File: config.mk
export PLATFORM = sky130hd
export DESIGN_NAME = rfcu_command_ctrl
export DESIGN_NICKNAME = d
export VERILOG_FILES = /design/src/rtl/rfcu_pkg.sv /design/src/rtl/rfcu_wakeup_timer.sv /design/src/rtl/rfcu_irq_route.sv /design/src/rtl/rfcu_command_ctrl.sv
export SDC_FILE = /design/constraint.sdc
export NUM_CORES = 1
export LEC_CHECK = 0
export ABC_CLOCK_PERIOD_IN_PS = 2800
export BUFFER_PORTS_ARGS = -buffer_cell sky130_fd_sc_hd__buf_2
export CORE_MARGIN = 5
export CORE_UTILIZATION = 40
export CTS_BUF_LIST = sky130_fd_sc_hd__clkbuf_2
export DETAILED_ROUTE_END_ITERATION = 16
export GPL_ROUTABILITY_DRIVEN = 0
export PLACE_DENSITY = 0.65
export RECOVER_POWER = 25
export SLEW_MARGIN = 5
export SYNTH_ARGS = -nofsm -noshare
export SYNTH_HDL_FRONTEND = slang
export SYNTH_SLANG_ARGS = --single-unit
File: constraint.sdc
create_clock -name clk -period 2.8 [get_ports clk]
set_input_delay 0.14 -clock clk [delete_from_list [all_inputs] [get_ports clk]]
set_output_delay 0.14 -clock clk [all_outputs]
set_load 0.05 [all_outputs]
File: src/rtl/rfcu_pkg.sv
package rfcu_pkg;

	// Special function register addresses seen by the core.
	localparam logic [7:0] ADDR_CMD     = 8'hd1;
	localparam logic [7:0] ADDR_COMM_EN = 8'hd2;
	localparam logic [7:0] ADDR_MISC_EN = 8'hd3;

	// Command register fields and reset value.
	localparam int         CMD_RCV_OFF_BIT = 5;
	localparam int         CMD_PWR_BIT     = 4;
	localparam int         CMD_CODE_LSB    = 0;
	localparam int         CMD_CODE_W      = 4;
	localparam logic       CMD_RCV_OFF_RST = 1'b1;
	localparam logic [3:0] CMD_CODE_RST    = 4'h0;

	// Enable register write masks and reset values.
	localparam int         COMM_W        = 7;
	localparam int         MISC_W        = 5;
	localparam logic [6:0] COMM_EN_RST   = 7'h00;
	localparam logic [4:0] MISC_EN_RST   = 5'h00;

	// Common enable bit positions.
	localparam int EN_TX      = 6;
	localparam int EN_RX      = 5;
	localparam int EN_IDLE    = 4;
	localparam int EN_HIALERT = 3;
	localparam int EN_LOALERT = 2;
	localparam int EN_ERR     = 1;
	localparam int EN_TIMER   = 0;

	// Miscellaneous enable bit positions.
	localparam int EN_SECURE_IC_SIGNAL_INPUT    = 4;
	localparam int EN_MODE     = 3;
	localparam int EN_CRC      = 2;
	localparam int EN_FIELD_ON = 1;
	localparam int EN_FIELD_OFF = 0;

	// Command codes; the full command set is decoded outside this block.
	localparam logic [3:0]  CMD_IDLE         = 4'h0;
	localparam logic [3:0]  CMD_SELF_REINIT  = 4'hf;
	localparam logic [15:0] CMD_VALID_MASK   = 16'h83ff;

	// Wake-up timing.
	localparam int CLK_FREQ_MHZ   = 50;
	localparam int WAKEUP_TIME_NS = 1000;
	localparam int WAKEUP_CYCLES  = (WAKEUP_TIME_NS * CLK_FREQ_MHZ + 999) / 1000;

	typedef enum logic [1:0] {
		PWR_ON,
		PWR_DOWN,
		PWR_WAKING
	} rfcu_pwr_e;

endpackage

File: src/rtl/rfcu_wakeup_timer.sv
`timescale 1ns/1ps
module rfcu_wakeup_timer #(
	parameter int CYCLES = rfcu_pkg::WAKEUP_CYCLES
) (
	// Clock and reset.
	input  wire logic clk,
	input  wire logic resetn,
	// Control.
	input  wire logic start,
	input  wire logic abort,
	// Status.
	output logic      done
);

	localparam int CW = (CYCLES > 1) ? $clog2(CYCLES + 1) : 1;
	localparam logic [CW-1:0] LAST = CW'(CYCLES - 1);

	if (CYCLES < 1) begin : g_chk
		$error("rfcu_wakeup_timer: CYCLES must be at least 1");
	end

	typedef struct packed {
		logic          busy;
		logic [CW-1:0] cnt;
		logic          done;
	} rfcu_wake_s;

	rfcu_wake_s s_r;
	rfcu_wake_s s_nxt;

	always_comb begin
		s_nxt = s_r;
		s_nxt.done = 1'b0;
		if (abort) begin
			s_nxt.busy = 1'b0;
		end else if (start) begin
			s_nxt.busy = 1'b1;
			s_nxt.cnt = '0;
		end else if (s_r.busy) begin
			if (s_r.cnt == LAST) begin
				s_nxt.busy = 1'b0;
				s_nxt.done = 1'b1;
			end else begin
				s_nxt.cnt = s_r.cnt + CW'(1);
			end
		end
	end

	always_ff @(posedge clk or negedge resetn) begin
		if (!resetn) begin
			s_r <= '0;
		end else begin
			s_r <= s_nxt;
		end
	end

	assign done = s_r.done;

endmodule // rfcu_wakeup_timer

File: src/rtl/rfcu_irq_route.sv
`timescale 1ns/1ps
module rfcu_irq_route (
	// Clock and reset.
	input  wire logic                        clk,
	input  wire logic                        resetn,
	// Request flags and enables.
	input  wire logic [rfcu_pkg::COMM_W-1:0] commReq,
	input  wire logic [rfcu_pkg::COMM_W-1:0] commEn,
	input  wire logic [rfcu_pkg::MISC_W-1:0] miscReq,
	input  wire logic [rfcu_pkg::MISC_W-1:0] miscEn,
	// Interrupt lines.
	output logic                             irqLineZero,
	output logic                             irqLineOne
);

	typedef struct packed {
		logic zero;
		logic one;
	} rfcu_irq_s;

	rfcu_irq_s                      s_r;
	rfcu_irq_s                      s_nxt;
	logic [rfcu_pkg::COMM_W-1:0]    commHit;
	logic [rfcu_pkg::MISC_W-1:0]    miscHit;

	for (genvar i = 0; i < rfcu_pkg::COMM_W; i++) begin : g_comm
		assign commHit[i] = commReq[i] & commEn[i];
	end
	for (genvar j = 0; j < rfcu_pkg::MISC_W; j++) begin : g_misc
		assign miscHit[j] = miscReq[j] & miscEn[j];
	end

	always_comb begin
		s_nxt.one = commHit[rfcu_pkg::EN_TX]
			| commHit[rfcu_pkg::EN_RX]
			| commHit[rfcu_pkg::EN_HIALERT]
			| commHit[rfcu_pkg::EN_LOALERT];
		s_nxt.zero = commHit[rfcu_pkg::EN_IDLE]
			| commHit[rfcu_pkg::EN_ERR]
			| commHit[rfcu_pkg::EN_TIMER]
			| miscHit[rfcu_pkg::EN_SECURE_IC_SIGNAL_INPUT]
			| miscHit[rfcu_pkg::EN_MODE]
			| miscHit[rfcu_pkg::EN_CRC]
			| miscHit[rfcu_pkg::EN_FIELD_ON]
			| miscHit[rfcu_pkg::EN_FIELD_OFF];
	end

	// Lines follow the gated requests with one cycle of latency.
	always_ff @(posedge clk or negedge resetn) begin
		if (!resetn) begin
			s_r <= '0;
		end else begin
			s_r <= s_nxt;
		end
	end

	assign irqLineZero = s_r.zero;
	assign irqLineOne  = s_r.one;

endmodule // rfcu_irq_route

File: src/rtl/rfcu_command_ctrl.sv
`timescale 1ns/1ps
// Behaviour
// - Receiver-off bit 5 set switches the analog receiver off.
// - Power-down bit 4 set powers down analog blocks except the level detector.
// - Clearing bit 4 starts wake-up; bit reads 1 until ready.
// - Power-down cannot be set while the self-reinit command runs.
// - Writing the four-bit command field starts that command.
// - Reading the command field returns the command now executing.
// - Transmit-done enable bit 6 routes transmit-done to line one.
// - Receive-done enable bit 5 routes receive-done to line one.
// - Idle enable bit 4 routes the idle request to line zero.
// - High-alert enable bit 3 routes high-alert to line one.
// - Low-alert enable bit 2 routes low-alert to line one.
// - Error enable bit 1 routes the error request to line zero.
// - Timer enable bit 0 routes the timer request to line zero.
// - Misc bit 4 routes secure-input activity to line zero.
// - Misc bit 3 routes mode-detected to line zero.
// - Misc bit 2 routes checksum-done to line zero.
// - Misc bit 1 routes field-detected to line zero.
// - Misc bit 0 routes field-lost to line zero.
// - Command field returns to idle by itself when a command finishes.
// - Undefined command code returns field to idle and raises idle request.
module rfcu_command_ctrl #(
	parameter logic [15:0] VALID_MASK    = rfcu_pkg::CMD_VALID_MASK,
	parameter logic [3:0]  REINIT_CODE   = rfcu_pkg::CMD_SELF_REINIT,
	parameter int          WAKEUP_CYCLES = rfcu_pkg::WAKEUP_CYCLES
) (
	// Clock and reset.
	input  wire logic                        clk,
	input  wire logic                        resetn,
	// Special function register access.
	input  wire logic [7:0]                  sfrAddr,
	input  wire logic                        sfrWrEn,
	input  wire logic                        sfrRdEn,
	input  wire logic [7:0]                  sfrWdata,
	output logic [7:0]                       sfrRdata,
	// Command sequencing.
	input  wire logic                        cmdDone,
	output logic [3:0]                       commandCode,
	output logic                             commandStart,
	output logic                             idleRequestSet,
	// Analog control.
	output logic                             receiverOff,
	output logic                             analogPowerDown,
	output logic                             analogReady,
	// Request flags.
	input  wire logic [rfcu_pkg::COMM_W-1:0] commReq,
	input  wire logic [rfcu_pkg::MISC_W-1:0] miscReq,
	// Interrupt lines.
	output logic                             irqLineZero,
	output logic                             irqLineOne
);

	if (VALID_MASK[rfcu_pkg::CMD_IDLE] == 1'b0) begin : g_chk_idle
		$error("rfcu_command_ctrl: idle code must be a valid command");
	end
	if (WAKEUP_CYCLES < 1) begin : g_chk_wake
		$error("rfcu_command_ctrl: WAKEUP_CYCLES must be at least 1");
	end

	typedef struct packed {
		rfcu_pkg::rfcu_pwr_e         pwr;
		logic                        receiver_off;
		logic [3:0]                  cmd;
		logic                        cmdStart;
		logic                        idleSet;
		logic                        anaPd;
		logic                        anaReady;
		logic [rfcu_pkg::COMM_W-1:0] commEn;
		logic [rfcu_pkg::MISC_W-1:0] miscEn;
		logic [7:0]                  rdData;
	} rfcu_cmd_s;

	rfcu_cmd_s  s_r;
	rfcu_cmd_s  s_nxt;
	logic       wakeStart;
	logic       wakeAbort;
	logic       wakeDone;
	logic [3:0] wrCode;
	logic       wrCmd;

	assign wrCmd  = sfrWrEn && (sfrAddr == rfcu_pkg::ADDR_CMD);
	assign wrCode = sfrWdata[rfcu_pkg::CMD_CODE_LSB +: rfcu_pkg::CMD_CODE_W];

	always_comb begin
		s_nxt = s_r;
		s_nxt.cmdStart = 1'b0;
		s_nxt.idleSet = 1'b0;
		wakeStart = 1'b0;
		wakeAbort = 1'b0;

		// Wake-up completes only when the sequence timer expires.
		if (s_r.pwr == rfcu_pkg::PWR_WAKING && wakeDone) begin
			s_nxt.pwr = rfcu_pkg::PWR_ON;
		end

		// A finishing command drops back to idle unless software replaces it.
		if (cmdDone && s_r.cmd != rfcu_pkg::CMD_IDLE) begin
			s_nxt.cmd = rfcu_pkg::CMD_IDLE;
			s_nxt.idleSet = 1'b1;
		end

		if (wrCmd) begin
			s_nxt.receiver_off = sfrWdata[rfcu_pkg::CMD_RCV_OFF_BIT];
			if (sfrWdata[rfcu_pkg::CMD_PWR_BIT]) begin
				if (s_r.cmd != REINIT_CODE) begin
					s_nxt.pwr = rfcu_pkg::PWR_DOWN;
					wakeAbort = 1'b1;
				end
			end else if (s_r.pwr == rfcu_pkg::PWR_DOWN) begin
				s_nxt.pwr = rfcu_pkg::PWR_WAKING;
				wakeStart = 1'b1;
			end
			if (VALID_MASK[wrCode]) begin
				s_nxt.cmd = wrCode;
				s_nxt.idleSet = 1'b0;
				s_nxt.cmdStart = (wrCode != rfcu_pkg::CMD_IDLE);
			end else begin
				s_nxt.cmd = rfcu_pkg::CMD_IDLE;
				s_nxt.idleSet = 1'b1;
			end
		end else if (sfrWrEn && sfrAddr == rfcu_pkg::ADDR_COMM_EN) begin
			s_nxt.commEn = sfrWdata[rfcu_pkg::COMM_W-1:0];
		end else if (sfrWrEn && sfrAddr == rfcu_pkg::ADDR_MISC_EN) begin
			s_nxt.miscEn = sfrWdata[rfcu_pkg::MISC_W-1:0];
		end

		s_nxt.anaPd = (s_nxt.pwr == rfcu_pkg::PWR_DOWN);
		s_nxt.anaReady = (s_nxt.pwr == rfcu_pkg::PWR_ON);

		// Reads return the state of the cycle in which the strobe is seen.
		if (sfrRdEn) begin
			if (sfrAddr == rfcu_pkg::ADDR_CMD) begin
				s_nxt.rdData = {2'b00, s_r.receiver_off,
					(s_r.pwr != rfcu_pkg::PWR_ON),
					s_r.cmd};
			end else if (sfrAddr == rfcu_pkg::ADDR_COMM_EN) begin
				s_nxt.rdData = {1'b0, s_r.commEn};
			end else if (sfrAddr == rfcu_pkg::ADDR_MISC_EN) begin
				s_nxt.rdData = {3'b000, s_r.miscEn};
			end else begin
				s_nxt.rdData = 8'h00;
			end
		end
	end

	always_ff @(posedge clk or negedge resetn) begin
		if (!resetn) begin
			s_r.pwr      <= rfcu_pkg::PWR_ON;
			s_r.receiver_off   <= rfcu_pkg::CMD_RCV_OFF_RST;
			s_r.cmd      <= rfcu_pkg::CMD_CODE_RST;
			s_r.cmdStart <= 1'b0;
			s_r.idleSet  <= 1'b0;
			s_r.anaPd    <= 1'b0;
			s_r.anaReady <= 1'b1;
			s_r.commEn   <= rfcu_pkg::COMM_EN_RST;
			s_r.miscEn   <= rfcu_pkg::MISC_EN_RST;
			s_r.rdData   <= 8'h00;
		end else begin
			s_r <= s_nxt;
		end
	end

	rfcu_wakeup_timer #(
		.CYCLES (WAKEUP_CYCLES)
	) u_wake (
		.clk    (clk),
		.resetn (resetn),
		.start  (wakeStart),
		.abort  (wakeAbort),
		.done   (wakeDone)
	);

	rfcu_irq_route u_irq (
		.clk         (clk),
		.resetn      (resetn),
		.commReq     (commReq),
		.commEn      (s_r.commEn),
		.miscReq     (miscReq),
		.miscEn      (s_r.miscEn),
		.irqLineZero (irqLineZero),
		.irqLineOne  (irqLineOne)
	);

	assign sfrRdata        = s_r.rdData;
	assign commandCode     = s_r.cmd;
	assign commandStart    = s_r.cmdStart;
	assign idleRequestSet  = s_r.idleSet;
	assign receiverOff     = s_r.receiver_off;
	assign analogPowerDown = s_r.anaPd;
	assign analogReady     = s_r.anaReady;

endmodule // rfcu_command_ctrl

==> flow_metrics.py, run 1 <==
metrics = {
    "timing": {
        "drv_slew": 0,
        "setup_tns_ns": 0,
        "setup_viol": 0,
        "relSlewSlack_pct": 41.0,
        "finalClockSkew_ns": 0.0179,
        "fmax_ghz": 0.523,
        "finalHoldViolCount": 0,
        "finalCritPeriodShare_pct": 68.2,
        "rsz0062_at_grt": "false",
        "worstMarginPinSlew_ns": 0.884,
        "min_period_ns": 1.91,
    },
    "global_routing": {
        "grt-ovfl-total": 0,
        "grt_usage_pct": 14.3,
        "grt_first_pass_wirelength_um": 7150,
        "grt_pass1_vias": 1513,
        "grt_max_degree": 41,
        "antenna_found_initial": 0,
    },
    "logic_synthesis": {
        "synth-edff-count": 0,
        "seq_area_frac_synth_pct": 50.2,
        "ys_types": 46,
        "ys_warn_count": 0,
        "synthCells": 176,
        "yosys_register_bits": 40,
        "synth_top_area_share_pct": 47.6,
        "syn_area_per_cell_um2": 11.4,
        "synthesis.area_mm2": 0.00200,
        "synthTopCellsByArea": "dfrtp_1 (48%), mux2_2 (9.6%), buf_4 (4.9%)",
        "ys.flop_type": "dfrtp_1",
        "synth_async_sr_flop_share_pct": 100,
        "syn-num-nets": 211,
        "yosys.area.top_type": "dfrtp_1",
    },
    "worst_setup_path": {
        "reg2reg_slack_ns": 0.89,
        "reg2regPathDepth": 4,
        "worst_setup_path_end_kind": "register",
        "start_kind": "register",
        "crit_start": "s_r[12]",
        "worst_ep_required_time_ns": 3.09,
        "r2r_end": "u_irq.irqLineZero",
        "cp_max_fo": 3,
        "path_class": "register to register",
        "r2r_start": "s_r[12]",
        "cp.arrival_ns": 2.20,
        "endpoint": "u_irq.irqLineZero",
    },
    "cts": {
        "clock-root-buffer": "clkbuf_2",
        "clk_pin_slew_ns": 0.21,
        "clkLatencyLatePin_ns": 0.39,
        "tritoncts": "yes",
        "h-tree-depth": 2,
        "post_cts_resized": 0,
        "clockBufferDepth": 2,
        "numClockSinks": 40,
        "cts_buffers": 5,
        "cts_hold_repair.buffers": 10,
        "post_cts.repair.setup_buffers": 0,
    },
    "route": {
        "drc": 0,
        "dr_total_vias": 1528,
        "detail_route.wl_per_cell_um": 15.0,
        "postRouteAntennaNets": 0,
        "vias_per_cell": 5.20,
        "drt-pass1-iter-count": 4,
        "drt_iter0_drc": 18,
        "routed_wl_um": 4400,
    },
    "layout": {
        "drive_above_1_share_pct": 34.4,
        "diodes": 0,
        "final_core_util_pct": 49.1,
        "multi_input_area_um2": 835,
        "fillers": 479,
        "syn_to_final_growth_pct": 17.6,
        "final_nets": 261,
        "ff_latch_area_mm2": 0.00100,
    },
    "die": {
        "core_area_mm2": 0.00479,
        "die_w_um": 80.7,
        "die_h_um": 80.7,
        "pin_count": 52,
        "rows": 25,
        "fp.dieArea_mm2": 0.00651,
        "initial_core_util_pct": 41.8,
    },
    "power_and_ir_drop": {
        "ir_worst_vdd_v": 0.000368,
        "p_per_area_mw_per_mm2": 513,
        "leakagePower_nw": 1.14,
    },
    "run": {
        "max_cap_viol_count": 0,
    },
    "place": {
        "io_buffers": 49,
        "dp_hpwl_um": 3280,
    },
    "outcome": {
        "outcome": "completed",
    },
    "min_path": {
        "hold_class": "input port to register",
    },
}
[stage by stage]
| step | hold WS [ns] | std cells | total power [W] | instance area (um2) | setup slack (ns) |
|---|---|---|---|---|---|
| 3_5_place_dp | 0.321 | 276 | 0.000962 | 2220 | 0.892 |
| 4_1_cts | 0.0157 | 294 | 0.00122 | 2360 | 0.929 |
| 2_1_floorplan | -0.156 | 176 | 0.000872 | 2000 | 1.25 |
| 3_3_place_gp | 0.316 | 276 | 0.000957 | 2220 | 0.861 |
| 5_1_grt | 0.00625 | 294 | 0.00128 | 2350 | 0.794 |
| 6_report | 0.0370 | 294 | 0.00121 | 2350 | 0.889 |
[cell type report]
type,instances,area share (%)
flip-flops and latches,40,42.7
multi-input cells,108,35.5
repair buffers,59,14.6
well taps,67,3.57
inverters,12,1.92
clock buffers,5,1.06
clock inverters,3,0.586
[layer usage]
metal | global-route usage, % | vias to the layer above | wire length, um
li1 | - | 744 | -
met1 | 17.6 | 744 | 1930
met2 | 24.2 | 34 | 2190
met3 | 4.04 | 6 | 224
met5 | 0 | - | 0
met4 | 4.05 | 0 | 50
[worst min path at each step]
stage,depth (start not counted),from,to,slack [ns]
floorplan,0,resetn,analogPowerDown,-0.16
global placement,1,resetn,u_irq.irqLineZero,0.32
detailed placement,1,resetn,u_irq.irqLineZero,0.32
CTS,2,sfrRdEn,sfrRdata[6],0.02
global route,2,sfrWdata[0],s_r[13],0.006
finish,2,sfrWdata[3],s_r[16],0.04
[state kept, by name (all words and copies together), names as in the netlist]
register,count
receiverOff,1
s_r,14
u_irq.irqLineOne,1
commandCode,4
sfrRdata,7
analogPowerDown,1
idleRequestSet,1
analogReady,1
u_wake.s_r,7
commandStart,1
u_wake.done,1
u_irq.irqLineZero,1
[logic make-up (layout without fill, tap and decap cells)]
kind of cell	Yosys count	in the layout	share of synthesized area, %
adders and majority gates	2	2	1.25
muxes	19	19	10.6
DFF	40	40	50.2
buffers and inverters	28	79	7.76
AOI/OAI and AO/OA	48	48	17.5
other	1	1	0.188
and+or+nand+nor	38	38	12.5
[report_power, final]
| part | internal [W] | switching [W] |
|---|---|---|
| Sequential | 0.000644 | 0.0000589 |
| Clock | 0.0000562 | 0.000188 |
| Combinational | 0.000120 | 0.000139 |
[critical path, stage by stage (launching register included)]
cell and delay, ns:
dfrtp_1 0.44, a22oi_1 0.18, dlygate4sd3_1 0.57, nand4_1 0.07, dlygate4sd3_1 0.56
[cells in the final DEF (no fill, tap or decap), types with 2 or more instances in the layout]
cell type and count:
dfrtp_1 38, o22ai_1 7, inv_1 12, dfstp_2 2, clkinv_2 2, o21a_1 2, a22o_1 3, a21oi_1 4
nor2_1 5, o21ai_0 5, clkbuf_2 5, buf_2 48, nand3_1 2, mux2i_1 2, ha_1 2, nand4_1 4
mux2_2 17, nand2_1 11, nand2b_1 3, dlygate4sd3_1 10, nor3b_1 2, a22oi_1 11, o31ai_1 2, o2bb2ai_1 5
[synth_stat cells, drive strengths merged, types with 2 or more instances]
| master | count |
|---|---|
| dfrtp | 38 |
| mux2 | 17 |
| buf | 15 |
| inv | 12 |
| a22oi | 11 |
| nand2 | 11 |
| o22ai | 7 |
| a21oi | 5 |
| nand4 | 5 |
| nor2 | 5 |
| o21ai | 5 |
| o2bb2ai | 5 |
| a22o | 3 |
| nand2b | 3 |
| nand3 | 3 |
| dfstp | 2 |
| ha | 2 |
| mux2i | 2 |
| nor3b | 2 |
| o21a | 2 |
| o31ai | 2 |
Note: power is estimated with default switching activity, not from simulation.
==> run 2, diff against run 1 <==
--- a/config.mk
+++ b/config.mk
@@ -5,14 +5,14 @@
 export SDC_FILE = /design/constraint.sdc
 export NUM_CORES = 1
 export LEC_CHECK = 0
-export ABC_CLOCK_PERIOD_IN_PS = 2800
+export ABC_CLOCK_PERIOD_IN_PS = 1600
 export BUFFER_PORTS_ARGS = -buffer_cell sky130_fd_sc_hd__buf_2
 export CORE_MARGIN = 5
 export CORE_UTILIZATION = 40
 export CTS_BUF_LIST = sky130_fd_sc_hd__clkbuf_2
 export DETAILED_ROUTE_END_ITERATION = 16
 export GPL_ROUTABILITY_DRIVEN = 0
-export PLACE_DENSITY = 0.65
+export PLACE_DENSITY = 0.68
 export RECOVER_POWER = 25
 export SLEW_MARGIN = 5
 export SYNTH_ARGS = -nofsm -noshare
==> constraint.sdc (replaced) <==
create_clock -name clk -period 1.6 [get_ports clk]
set_input_delay 0.08 -clock clk [delete_from_list [all_inputs] [get_ports clk]]
set_output_delay 0.08 -clock clk [all_outputs]
set_load 0.05 [all_outputs]
==> run 2 against run 1 <==
  * Sequential cell count unchanged
  * Final cell count grew 11%
  * Critical path depth increased by 2
  * Worst setup slack lost 0.88 ns
  * Register-to-register slack worse by 0.88 ns
  * Largest power group unchanged
  * Combinational power grew to 2.7 times the previous value
==> flow_metrics.py, run 2 (synthesized netlist as in run 1, its figures left out) <==
metrics = {
    "worst_setup_path": {
        "critical-path-max-stage-delay_ns": 0.43,
        "worst_setup_path_end_kind": "register",
        "worst_ep_required_time_ns": 1.88,
        "cp_max_fo": 4,
        "cp_slowest_cell": "dfrtp_1",
        "path_class": "register to register",
        "start_kind": "register",
        "crit_chain": "inv_2, ha_4, or4bb_1, o21ai_2, o21bai_4, o32ai_1",
        "cp.arrival_ns": 1.87,
    },
    "die": {
        "die_w_um": 80.7,
        "rows": 25,
        "fp.dieArea_mm2": 0.00651,
        "core_area_mm2": 0.00479,
        "pin_count": 52,
        "initial_core_util_pct": 41.8,
        "die_h_um": 80.7,
    },
    "timing": {
        "setup_ws_ns": 0.0135,
        "setup_viol": 0,
        "min_period_ns": 1.59,
        "finalCritPeriodShare_pct": 99.2,
        "rsz0062_at_grt": "true",
        "fmax_ghz": 0.630,
        "finalHoldViolCount": 0,
        "finalClockSkew_ns": 0.0334,
        "drv_slew": 0,
        "holdWs_ns": 0.0605,
        "setup_tns_ns": 0,
        "relSlewSlack_pct": 31.6,
        "worstMarginPinSlew_ns": 1.03,
    },
    "layout": {
        "diodes": 0,
        "fillers": 426,
        "ff_latch_area_mm2": 0.00100,
        "largest_register": "s_r",
        "mostFrequentLayoutCells": "buf_2 (48), dfrtp_1 (38), dlygate4sd3_1 (21), buf_4 (21), mux2_2 (17)",
        "final_cells": 327,
        "final_nets": 294,
        "multi_input_area_um2": 878,
        "largest_reg_flops": 14,
        "syn_to_final_growth_pct": 35.5,
        "drive_above_1_share_pct": 41.5,
        "final_common_cell": "buf_2",
    },
    "power_and_ir_drop": {
        "leakagePower_nw": 1.31,
        "p_per_area_mw_per_mm2": 930,
        "ir_worst_vdd_v": 0.000390,
    },
    "route": {
        "drc": 0,
        "vias_per_cell": 5.13,
        "routed_wl_um": 4880,
        "detail_route.wl_per_cell_um": 14.9,
        "postRouteAntennaNets": 0,
        "drt-pass1-iter-count": 4,
        "dr_total_vias": 1678,
        "drt_iter0_drc": 119,
    },
    "cts": {
        "clk_pin_slew_ns": 0.22,
        "cts_buffers": 5,
        "numClockSinks": 40,
        "clkLatencyLatePin_ns": 0.41,
        "tritoncts": "yes",
        "clockBufferDepth": 2,
        "h-tree-depth": 2,
        "clock-root-buffer": "clkbuf_2",
    },
    "global_routing": {
        "use_met2_pct": 27.4,
        "grt-ovfl-total": 0,
        "grt_max_degree": 24,
        "antenna_found_initial": 0,
        "use_met3_pct": 2.91,
        "busiest_layer": "met2",
        "grt_first_pass_wirelength_um": 8200,
        "grt_pass1_vias": 1681,
        "use_met1_pct": 21.8,
        "grt_usage_pct": 16.8,
    },
    "min_path": {
        "hold_class": "input port to register",
    },
    "place": {
        "io_buffers": 49,
        "dp_hpwl_um": 3470,
        "dp_slack_ns": -0.132,
        "dpl.cell_count": 294,
    },
    "outcome": {
        "outcome": "completed",
    },
    "run": {
        "max_cap_viol_count": 0,
    },
}
==> run 2: stage by stage <==
stage	util (%)	total power, W	cell area [um2]
after global placement	49.4	0.00176	2360
after floorplan	-	0.00153	2000
after CTS	55.6	0.00245	2660
after detailed placement	49.4	0.00177	2360
final	56.6	0.00252	2710
after global routing	56.6	0.00267	2710
==> run 2: where the power goes <==
part | switching [W] | internal [W] | total [W]
logic | 0.000326 | 0.000372 | 0.000698
clock network | 0.000330 | 0.000269 | 0.000598
registers | 0.0000947 | 0.00113 | 0.00122
total | 0.000750 | 0.00177 | 0.00252
==> run 2: path summary, 6_finish.rpt <==
| path | from | endpoint | slack [ns] | cells past startpoint |
|---|---|---|---|---|
| max | u_wake.s_r[2] | u_wake.s_r[2] | 0.01 | 6 |
| min | sfrWdata[4] | s_r[29] | 0.06 | 4 |
| max reg2reg | u_wake.s_r[2] | u_wake.s_r[2] | 0.01 | 6 |
| min reg2reg | u_wake.done | analogReady | 0.49 | 2 |
| max in group asynchronous | resetn | analogReady | 0.52 | 3 |
| min in group asynchronous | resetn | s_r[8] | 0.34 | 2 |
==> run 2: critical path: cells and delay by family, from the launching register on <==
family | cells | cell delay [ns]
flip-flops | 1 | 0.43
AND/OR/NAND/NOR | 1 | 0.43
AO/OA/AOI/OAI | 3 | 0.43
adder cells (fa/ha/maj) | 1 | 0.11
buffers and inverters | 1 | 0.08
==> run 2: timing repair <==
item,4_1_cts,5_1_grt
hold buffers,21,0
endpoints found under the setup margin,4,4
buffers inserted,1,3
endpoints found under the hold margin,64,0
resized for setup,3,6
==> run 2: area by class of cell <==
type                       instances  share of cell area, %
clock buffer                       6                   1.11
clock inverter                     2                   1.29
inverter                          12                   1.66
multi-input combinational        108                   32.4
sequential                        40                   37.1
tap                               67                   3.10
timing repair buffer              92                   23.3
==> run 2: layer usage <==
layer | share of wire (%) | wire length [um] | vias to the layer above
li1 | - | - | 811
met1 | 45 | 2210 | 820
met2 | 48 | 2350 | 42
met3 | 5.0 | 244 | 5
met4 | 1.5 | 74 | 0
met5 | 0 | 0 | -
